[config.mk]
export PLATFORM = sky130hd
export DESIGN_NAME = pfs_supervisor
export DESIGN_NICKNAME = d
export VERILOG_FILES = /design/src/design/pfs_pkg.sv /design/src/design/pfs_supervisor.sv
export SDC_FILE = /design/constraint.sdc
export NUM_CORES = 1
export LEC_CHECK = 0
export BUFFER_PORTS_ARGS = -buffer_cell sky130_fd_sc_hd__buf_2
export CAP_MARGIN = 20
export CORE_MARGIN = 2
export CORE_UTILIZATION = 64
export DETAILED_ROUTE_END_ITERATION = 8
export PLACE_DENSITY = 0.9
export SLEW_MARGIN = 0
export SYNTH_ARGS = -nofsm -noshare
export SYNTH_HDL_FRONTEND = slang
export SYNTH_SLANG_ARGS = --single-unit
[constraint.sdc]
create_clock -name core_clk -period 11.5 [get_ports core_clk]
set_input_delay 1.15 -clock core_clk [delete_from_list [all_inputs] [get_ports core_clk]]
set_output_delay 1.15 -clock core_clk [all_outputs]
set_load 0.05 [all_outputs]
[src/design/pfs_pkg.sv]
// Package: constants for the fault supervisor
package pfs_pkg;

  // ==========================================================
  // Clock
  localparam int unsigned CLK_HZ = 40000000;

  // ==========================================================
  // Times as printed
  localparam int unsigned BO_FILT_MS    = 50;
  localparam int unsigned LL_FILT_MS    = 25;
  localparam int unsigned SECONDARY_OVERVOLTAGE_BLANK_US = 1;
  localparam int unsigned SECONDARY_OVERVOLTAGE_CLR_US   = 800;
  localparam int unsigned OVS_OFF_US    = 800;
  localparam int unsigned GND_FLT_US    = 200;

  // ==========================================================
  // Cycle counts
  localparam int unsigned BO_FILT_CYC   = BO_FILT_MS * (CLK_HZ / 1000);
  localparam int unsigned LL_FILT_CYC   = LL_FILT_MS * (CLK_HZ / 1000);
  localparam int unsigned SECONDARY_OVERVOLTAGE_BLANK_CYC =
    SECONDARY_OVERVOLTAGE_BLANK_US * (CLK_HZ / 1000000);
  localparam int unsigned SECONDARY_OVERVOLTAGE_CLR_CYC  = SECONDARY_OVERVOLTAGE_CLR_US * (CLK_HZ / 1000000);
  localparam int unsigned OVS_OFF_CYC   = OVS_OFF_US * (CLK_HZ / 1000000);
  localparam int unsigned GND_FLT_CYC   = GND_FLT_US * (CLK_HZ / 1000000);

  // ==========================================================
  // Register map
  localparam logic [7:0] CTRL_OFS   = 8'h00;
  localparam logic [7:0] STATUS_OFS = 8'h04;
  localparam logic [7:0] FAULT_OFS  = 8'h08;

  // Control fields
  localparam int unsigned CTRL_FOLLOW_BIT = 0;
  localparam int unsigned CTRL_VER_BIT    = 1;
  localparam logic [1:0]  CTRL_RST        = 2'h0;

  // Counter width
  localparam int unsigned CNT_W = 22;

  typedef enum logic [1:0] {
    PFS_OFF,
    PFS_WAIT,
    PFS_RUN
  } pfs_state_t;

endpackage : pfs_pkg

[src/design/pfs_supervisor.sv]
// Module: supervisory fault logic for a boost power factor stage
`timescale 1ns/1ps

// ==========================================================
module pfs_supervisor #(
  parameter int unsigned BO_FILT_CYC    = pfs_pkg::BO_FILT_CYC,
  parameter int unsigned LL_FILT_CYC    = pfs_pkg::LL_FILT_CYC,
  parameter int unsigned SECONDARY_OVERVOLTAGE_CLR_CYC   = pfs_pkg::SECONDARY_OVERVOLTAGE_CLR_CYC,
  parameter int unsigned OVS_OFF_CYC    = pfs_pkg::OVS_OFF_CYC
) (
  input  wire logic        core_clk,
  input  wire logic        rst,
  input  wire logic        clk_en,
  // Wishbone slave
  input  wire logic        wb_cyc_i,
  input  wire logic        wb_stb_i,
  input  wire logic        wb_we_i,
  input  wire logic [7:0]  wb_adr_i,
  input  wire logic [3:0]  wb_sel_i,
  input  wire logic [31:0] wb_dat_i,
  output logic      [31:0] wb_dat_o,
  output logic             wb_ack_o,
  // Comparator inputs
  input  wire logic        sns_above_boh,
  input  wire logic        sns_below_bol,
  input  wire logic        sns_above_hl,
  input  wire logic        sns_below_ll,
  input  wire logic        undervoltage_lockout,
  input  wire logic        thermal_hot,
  input  wire logic        thermal_cool,
  input  wire logic        undervoltage_protection,
  input  wire logic        static_overvoltage,
  input  wire logic        demag_phase,
  input  wire logic        sense_above_secondary_overvoltage,
  input  wire logic        gnd_open,
  input  wire logic        fb_floating,
  input  wire logic        sense_pin_fault,
  input  wire logic        overstress_detect,
  // Outputs
  output logic             drive_enable,
  output logic             pwm_latch_reset,
  output logic             ctrl_sink_enable,
  output logic             ctrl_ground,
  output logic             power_good_signal,
  output logic             on_time_ground,
  output logic             ramp_steep,
  output logic             vref_low_select,
  output logic             blocks_powered,
  output logic             brownout_not_ok_flag,
  output logic             low_line_flag,
  output logic             secondary_overvoltage
);

  localparam int unsigned NSYNC = 15;
  localparam int unsigned CW = pfs_pkg::CNT_W;
  localparam int unsigned BLANK_CYC = pfs_pkg::SECONDARY_OVERVOLTAGE_BLANK_CYC;
  localparam int unsigned GND_CYC = pfs_pkg::GND_FLT_CYC;

  // ==========================================================
  // Input synchronisers
  logic [NSYNC-1:0] raw_in;
  logic [NSYNC-1:0] s1_q;
  logic [NSYNC-1:0] s2_q;
  logic [NSYNC-1:0] s3_q;
  logic [NSYNC-1:0] in_q;

  assign raw_in = {sns_above_boh, sns_below_bol, sns_above_hl,
                   sns_below_ll, undervoltage_lockout, thermal_hot,
                   thermal_cool, undervoltage_protection,
                   static_overvoltage, demag_phase, sense_above_secondary_overvoltage,
                   gnd_open, fb_floating, sense_pin_fault,
                   overstress_detect};

  always_ff @(posedge core_clk or posedge rst) begin
    if (rst) begin
      s1_q <= '0;
      s2_q <= '0;
      s3_q <= '0;
      in_q <= '0;
    end else if (clk_en) begin
      s1_q <= raw_in;
      s2_q <= s1_q;
      s3_q <= s2_q;
      for (int i = 0; i < NSYNC; i++) begin
        if (s2_q[i] == s3_q[i]) begin
          in_q[i] <= s3_q[i];
        end
      end
    end
  end

  logic boh_s, bol_s, hl_s, ll_s, undervoltage_lockout_s, hot_s, cool_s, uvp_s;
  logic sovp_s, demag_s, secondary_overvoltage_s, gnd_s, fbf_s, spf_s, ovs_s;
  assign {boh_s, bol_s, hl_s, ll_s, undervoltage_lockout_s, hot_s, cool_s, uvp_s,
          sovp_s, demag_s, secondary_overvoltage_s, gnd_s, fbf_s, spf_s, ovs_s} = in_q;

  // Saturating counter step
  function automatic logic [CW-1:0] cnt_step(input logic run,
                                             input logic [CW-1:0] c);
    if (!run) begin
      cnt_step = '0;
    end else if (c == {CW{1'b1}}) begin
      cnt_step = c;
    end else begin
      cnt_step = c + 1'b1;
    end
  endfunction : cnt_step

  // ==========================================================
  // Registers
  logic [1:0] ctrl_q;
  logic       follow_en;
  assign follow_en = ctrl_q[pfs_pkg::CTRL_FOLLOW_BIT] &
                     ctrl_q[pfs_pkg::CTRL_VER_BIT];

  // ==========================================================
  // Brown-out
  logic          brownout_not_ok_flag_q;
  logic          bo_fault_q;
  logic [CW-1:0] bo_cnt_q;
  pfs_pkg::pfs_state_t st_q;

  always_ff @(posedge core_clk or posedge rst) begin
    if (rst) begin
      bo_cnt_q <= '0;
    end else if (clk_en) begin
      bo_cnt_q <= cnt_step(bol_s && !brownout_not_ok_flag_q, bo_cnt_q);
    end
  end

  always_ff @(posedge core_clk or posedge rst) begin
    if (rst) begin
      brownout_not_ok_flag_q <= 1'b1;
    end else if (clk_en) begin
      if (brownout_not_ok_flag_q && boh_s) begin
        brownout_not_ok_flag_q <= 1'b0;
      end else if (!brownout_not_ok_flag_q && st_q == pfs_pkg::PFS_RUN &&
                   bo_cnt_q >= CW'(BO_FILT_CYC - 1)) begin
        brownout_not_ok_flag_q <= 1'b1;
      end
    end
  end

  // Brown-out fault held until brown-in, stops on static OVP
  always_ff @(posedge core_clk or posedge rst) begin
    if (rst) begin
      bo_fault_q <= 1'b0;
    end else if (clk_en) begin
      if (!brownout_not_ok_flag_q) begin
        bo_fault_q <= 1'b0;
      end else if (st_q == pfs_pkg::PFS_RUN && sovp_s) begin
        bo_fault_q <= 1'b1;
      end
    end
  end

  // ==========================================================
  // Line range
  logic          low_line_flag_q;
  logic [CW-1:0] ll_cnt_q;

  always_ff @(posedge core_clk or posedge rst) begin
    if (rst) begin
      ll_cnt_q <= '0;
    end else if (clk_en) begin
      ll_cnt_q <= cnt_step(ll_s && !low_line_flag_q, ll_cnt_q);
    end
  end

  always_ff @(posedge core_clk or posedge rst) begin
    if (rst) begin
      low_line_flag_q <= 1'b0;
    end else if (clk_en) begin
      if (hl_s) begin
        low_line_flag_q <= 1'b0;
      end else if (ll_cnt_q >= CW'(LL_FILT_CYC - 1)) begin
        low_line_flag_q <= 1'b1;
      end
    end
  end

  // ==========================================================
  // Thermal
  logic tsd_q;
  always_ff @(posedge core_clk or posedge rst) begin
    if (rst) begin
      tsd_q <= 1'b0;
    end else if (clk_en) begin
      if (hot_s) begin
        tsd_q <= 1'b1;
      end else if (cool_s) begin
        tsd_q <= 1'b0;
      end
    end
  end

  // ==========================================================
  // Secondary overvoltage
  logic          secondary_overvoltage_q;
  logic [CW-1:0] blank_cnt_q;
  logic [CW-1:0] secondary_overvoltage_tmr_q;
  logic          secondary_overvoltage_tick;

  assign secondary_overvoltage_tick = (secondary_overvoltage_tmr_q >= CW'(SECONDARY_OVERVOLTAGE_CLR_CYC - 1));

  always_ff @(posedge core_clk or posedge rst) begin
    if (rst) begin
      blank_cnt_q <= '0;
      secondary_overvoltage_tmr_q  <= '0;
    end else if (clk_en) begin
      blank_cnt_q <= cnt_step(demag_s && secondary_overvoltage_s, blank_cnt_q);
      secondary_overvoltage_tmr_q  <= secondary_overvoltage_tick ? '0 : secondary_overvoltage_tmr_q + 1'b1;
    end
  end

  // Set wins over periodic clear
  always_ff @(posedge core_clk or posedge rst) begin
    if (rst) begin
      secondary_overvoltage_q <= 1'b0;
    end else if (clk_en) begin
      if (blank_cnt_q >= CW'(BLANK_CYC - 1)) begin
        secondary_overvoltage_q <= 1'b1;
      end else if (secondary_overvoltage_tick) begin
        secondary_overvoltage_q <= 1'b0;
      end
    end
  end

  // ==========================================================
  // Pin faults and overstress
  logic [CW-1:0] gnd_cnt_q;
  logic          gnd_fault_q;
  logic [CW-1:0] ovs_cnt_q;
  logic          ovs_busy;

  assign ovs_busy = (ovs_cnt_q != '0);

  always_ff @(posedge core_clk or posedge rst) begin
    if (rst) begin
      gnd_cnt_q   <= '0;
      gnd_fault_q <= 1'b0;
    end else if (clk_en) begin
      gnd_cnt_q   <= cnt_step(gnd_s, gnd_cnt_q);
      gnd_fault_q <= gnd_s && (gnd_cnt_q >= CW'(GND_CYC - 1));
    end
  end

  always_ff @(posedge core_clk or posedge rst) begin
    if (rst) begin
      ovs_cnt_q <= '0;
    end else if (clk_en) begin
      if (ovs_s && !ovs_busy) begin
        ovs_cnt_q <= CW'(OVS_OFF_CYC);
      end else if (ovs_busy) begin
        ovs_cnt_q <= ovs_cnt_q - 1'b1;
      end
    end
  end

  // ==========================================================
  // Operating state
  logic off_cond;
  assign off_cond = undervoltage_lockout_s || tsd_q || uvp_s || bo_fault_q ||
                    gnd_fault_q || fbf_s || spf_s;

  always_ff @(posedge core_clk or posedge rst) begin
    if (rst) begin
      st_q <= pfs_pkg::PFS_OFF;
    end else if (clk_en) begin
      unique case (st_q)
        pfs_pkg::PFS_OFF: begin
          if (!off_cond) begin
            st_q <= pfs_pkg::PFS_WAIT;
          end
        end
        pfs_pkg::PFS_WAIT: begin
          if (off_cond) begin
            st_q <= pfs_pkg::PFS_OFF;
          end else if (!brownout_not_ok_flag_q) begin
            st_q <= pfs_pkg::PFS_RUN;
          end
        end
        pfs_pkg::PFS_RUN: begin
          if (off_cond) begin
            st_q <= pfs_pkg::PFS_OFF;
          end
        end
      endcase
    end
  end

  // ==========================================================
  // Outputs
  logic running;
  assign running = (st_q == pfs_pkg::PFS_RUN);

  always_ff @(posedge core_clk or posedge rst) begin
    if (rst) begin
      drive_enable      <= 1'b0;
      pwm_latch_reset   <= 1'b0;
      ctrl_sink_enable  <= 1'b0;
      ctrl_ground       <= 1'b1;
      power_good_signal <= 1'b0;
      on_time_ground    <= 1'b1;
      ramp_steep        <= 1'b1;
      vref_low_select   <= 1'b0;
      blocks_powered    <= 1'b0;
    end else if (clk_en) begin
      drive_enable      <= running && !ovs_busy;
      pwm_latch_reset   <= secondary_overvoltage_q;
      ctrl_sink_enable  <= running && brownout_not_ok_flag_q;
      ctrl_ground       <= !running;
      power_good_signal <= running;
      on_time_ground    <= !running;
      ramp_steep        <= !low_line_flag_q;
      vref_low_select   <= follow_en && running && low_line_flag_q;
      blocks_powered    <= (st_q != pfs_pkg::PFS_OFF);
    end
  end

  assign brownout_not_ok_flag  = brownout_not_ok_flag_q;
  assign low_line_flag         = low_line_flag_q;
  assign secondary_overvoltage = secondary_overvoltage_q;

  // ==========================================================
  // Wishbone slave
  logic hit;
  assign hit = wb_cyc_i && wb_stb_i && !wb_ack_o;

  always_ff @(posedge core_clk or posedge rst) begin
    if (rst) begin
      ctrl_q   <= pfs_pkg::CTRL_RST;
      wb_ack_o <= 1'b0;
      wb_dat_o <= '0;
    end else if (clk_en) begin
      wb_ack_o <= hit;
      if (hit && wb_we_i && wb_adr_i == pfs_pkg::CTRL_OFS &&
          wb_sel_i[0]) begin
        ctrl_q <= wb_dat_i[1:0];
      end
      if (hit && !wb_we_i) begin
        unique case (wb_adr_i)
          pfs_pkg::CTRL_OFS:   wb_dat_o <= {30'h0, ctrl_q};
          pfs_pkg::STATUS_OFS: wb_dat_o <= {24'h0, blocks_powered,
                                            drive_enable, running,
                                            tsd_q, secondary_overvoltage_q, follow_en,
                                            low_line_flag_q, brownout_not_ok_flag_q};
          pfs_pkg::FAULT_OFS:  wb_dat_o <= {25'h0, ovs_busy, spf_s,
                                            fbf_s, gnd_fault_q,
                                            bo_fault_q, uvp_s, undervoltage_lockout_s};
          default:             wb_dat_o <= 32'h0;
        endcase
      end
    end
  end

endmodule : pfs_supervisor

==> results.sh <==
export IMPL_synthTopCellsByArea="dfrtp_1 48%, nand2_1 4.2%, mux2_2 3.7%, o21ai_0 3.0%, o21ai_1 2.8%"
export IMPL_drc=0
export IMPL_worst_pin_slew_ps=951
export IMPL_rows=48
export IMPL_drtIter0Drc=791
export IMPL_ys_dominant_reg_cell="dfrtp_1"
export IMPL_ir_drop_mv=0.129
export IMPL_setup_violations=0
export IMPL_holdWs_ps=481
export IMPL_syn_avg_cell_area_um2=9.60
export IMPL_h_tree_depth=1
export IMPL_cts_tree="built"
export IMPL_antenna_left=0
export IMPL_synthArstFlopShare=1.00
export IMPL_crit_fanout=77
export IMPL_power_leakage_nw=5.29
export IMPL_dpl_cell_area_um2=11500
export IMPL_outcome="finished, final reports clean"
export IMPL_finalInstanceArea_um2=12300
export IMPL_post_cts_buffers=0
export IMPL_p_sw_frac=0.321
export IMPL_via_count=9371
export IMPL_hold_buffers=0
export IMPL_gp_congestion=0.888
export IMPL_syn_area_um2=11200
export IMPL_rsz0062_at_grt="false"
export IMPL_holdCritPathClass="flip-flop to flip-flop"
export IMPL_clock_sinks=219
export IMPL_start_util=0.653
export IMPL_clk_latency_ps=510
export IMPL_die_x_um=137
export IMPL_hpwl_mm=16.6
export IMPL_io_pins=110
export IMPL_worst_setup_path_start_kind="primary input"
export IMPL_yosys_area_top_type="dfrtp_1"
export IMPL_path_clk_slew_ps=60
export IMPL_yosysMostFrequentCell="dfrtp_1"
export IMPL_synth_top_area_share=0.480
export IMPL_grt_antenna_before_repair=0
export IMPL_numCtsBuffers=23
export IMPL_routed_wl_mm=25.8
export IMPL_ys_ff_latch=219
export IMPL_wl_per_cell_um=17.8
export IMPL_r2r_start="secondary_overvoltage_tmr_q[0]"
export IMPL_yosys_warnings=0
export IMPL_max_freq_mhz=279
export IMPL_reg2reg_to="secondary_overvoltage_tmr_q[19]"
export IMPL_period_share=0.311
export IMPL_via_per_inst=6.49
export IMPL_hold_violations=0
export IMPL_fin_skew_ps=8.44
export IMPL_synth_seq_area_share=0.487
export IMPL_die_area_um2=18700
export IMPL_final_net_count=1282
export IMPL_drv_slew=0
export IMPL_reg2reg_slack_ps=9060
export IMPL_die_h_um=137
export IMPL_core_area_um2=17200
export IMPL_arrival_ps=3960
export IMPL_crit_required_ps=11880
export IMPL_cts_resized=0
export IMPL_synth_common_cells="216 x dfrtp_1, 127 x nand2_1, 80 x nor2_1"
export IMPL_setup_tns_final_ps=0
export IMPL_synth_edff_count=0
export IMPL_grt_pass1_vias=9003
export IMPL_yosysUniqueCellTypes=78
export IMPL_grt_overflow=0
export IMPL_first_pass_iters=5
export IMPL_reg2reg_depth=6
export IMPL_cp_endpoint="ovs_cnt_q[9]"
export IMPL_io_buffers=52
export IMPL_power_frac_comb=0.191
export IMPL_path_class="primary input to flip-flop"
export IMPL_critPathCaptureType="flip-flop"
export IMPL_diodes=0
export IMPL_area_growth_pct=9.72
export IMPL_drive_gt1_frac=0.134
export IMPL_power_density_nw_per_um2=180
export IMPL_cap_viol_max_count=0
export IMPL_grt_start_max_net_pins=142
export IMPL_root_buffer="clkbuf_16"
export IMPL_critPathLaunch="clk_en"
export IMPL_period_needed_ps=3580
export IMPL_power_frac_clock=0.344
export IMPL_synthCells=1172
export IMPL_clockBufferDepth=3
export IMPL_intPower_mw=1.50
export IMPL_p_seq_frac=0.464
export IMPL_max_slew_margin=0.366
export IMPL_grt_pass1_wl_mm=42.6
export IMPL_grt_usage=0.278
export IMPL_switchingPower_uw=712
==> cells in the final DEF (no fill, tap or decap), types with 14 or more instances in the layout <==
cell,instances
dfrtp_1,216
nand2_1,127
nor2_1,80
o21ai_0,68
o21ai_1,62
buf_2,51
a21oi_1,50
nand3_1,46
mux2_2,37
inv_1,30
nor3_1,29
nand4_1,28
or4_1,25
o31ai_1,24
conb_1,24
nor4_1,23
clkbuf_16,23
and4_1,18
a31oi_1,15
xnor2_1,15
and3_1,14
==> metrics by stage <==
stage / total power, mW / setup slack [ps] / instances / util
5_1_grt: 2.32 / 7770 / 1445 / 0.716
2_1_floorplan: 1.33 / 4360 / 1195 / -
4_1_cts: 2.21 / 7940 / 1443 / 0.714
3_3_place_gp: 1.41 / 7500 / 1405 / 0.669
3_5_place_dp: 1.45 / 7420 / 1405 / 0.669
6_report: 2.22 / 7920 / 1445 / 0.716
==> critical path: stages <==
cell	delay [ps]
buf_4	500
buf_4	730
or4b_1	580
or4_1	430
nor3_1	190
mux2_1	350
==> routing by layer <==
metal / vias up / wire length [µm] / track usage
met5: - / 0 / 0
met4: 0 / 619 / 0.0868
met3: 69 / 1600 / 0.0448
met2: 374 / 12800 / 0.464
met1: 4593 / 10800 / 0.376
li1: 4335 / - / -
==> cell families (layout without fill, tap and decap cells) <==
logic type / after synthesis / after routing / synth area share
compound gates: 292 / 292 / 0.160
xor+xnor: 28 / 28 / 0.0218
fa+ha+maj: 10 / 10 / 0.0111
buf+inv: 104 / 129 / 0.0455
flops: 219 / 219 / 0.487
mux: 51 / 51 / 0.0499
other cells: 1 / 24 / 0.000333
simple gates: 467 / 467 / 0.224
==> registers in the layout, indices dropped and copies added, names as in the netlist, 15 cells and up <==
signal,flops
blank_cnt_q,22
bo_cnt_q,22
gnd_cnt_q,22
ll_cnt_q,22
ovs_cnt_q,22
secondary_overvoltage_tmr_q,22
in_q,15
s1_q,15
s2_q,15
s3_q,15
==> layout make-up <==
cell class                 count  area, µm²
clock inverter                 8        118
clock buffer                  30        652
tap                          225        282
sequential                   219       5480
timing repair buffer          59        335
inverter                      32        128
fill                        1185       4890
multi-input combinational    872       5350
==> how the worst min path moves through the flow <==
stage / slack (ps) / to / cells past startpoint / start
finish: 480 / wb_dat_o[6] / 2 / wb_dat_o[6]
global route: 510 / brownout_not_ok_flag / 1 / in_q[14]
CTS: 480 / brownout_not_ok_flag / 1 / in_q[14]
detailed placement: 470 / wb_dat_o[6] / 2 / wb_dat_o[6]
global placement: 450 / brownout_not_ok_flag / 1 / in_q[14]
floorplan: 430 / brownout_not_ok_flag / 1 / in_q[14]
==> power groups by stage <==
| stage | clock network [mW] | logic [mW] | registers, mW |
|---|---|---|---|
| 2_1_floorplan | 0 | 0.325 | 1.01 |
| 3_3_place_gp | 0 | 0.385 | 1.02 |
| 3_5_place_dp | 0 | 0.415 | 1.03 |
| 4_1_cts | 0.770 | 0.418 | 1.02 |
| 5_1_grt | 0.806 | 0.471 | 1.04 |
| 6_report | 0.763 | 0.424 | 1.03 |
(Power assumes the default switching activity.)
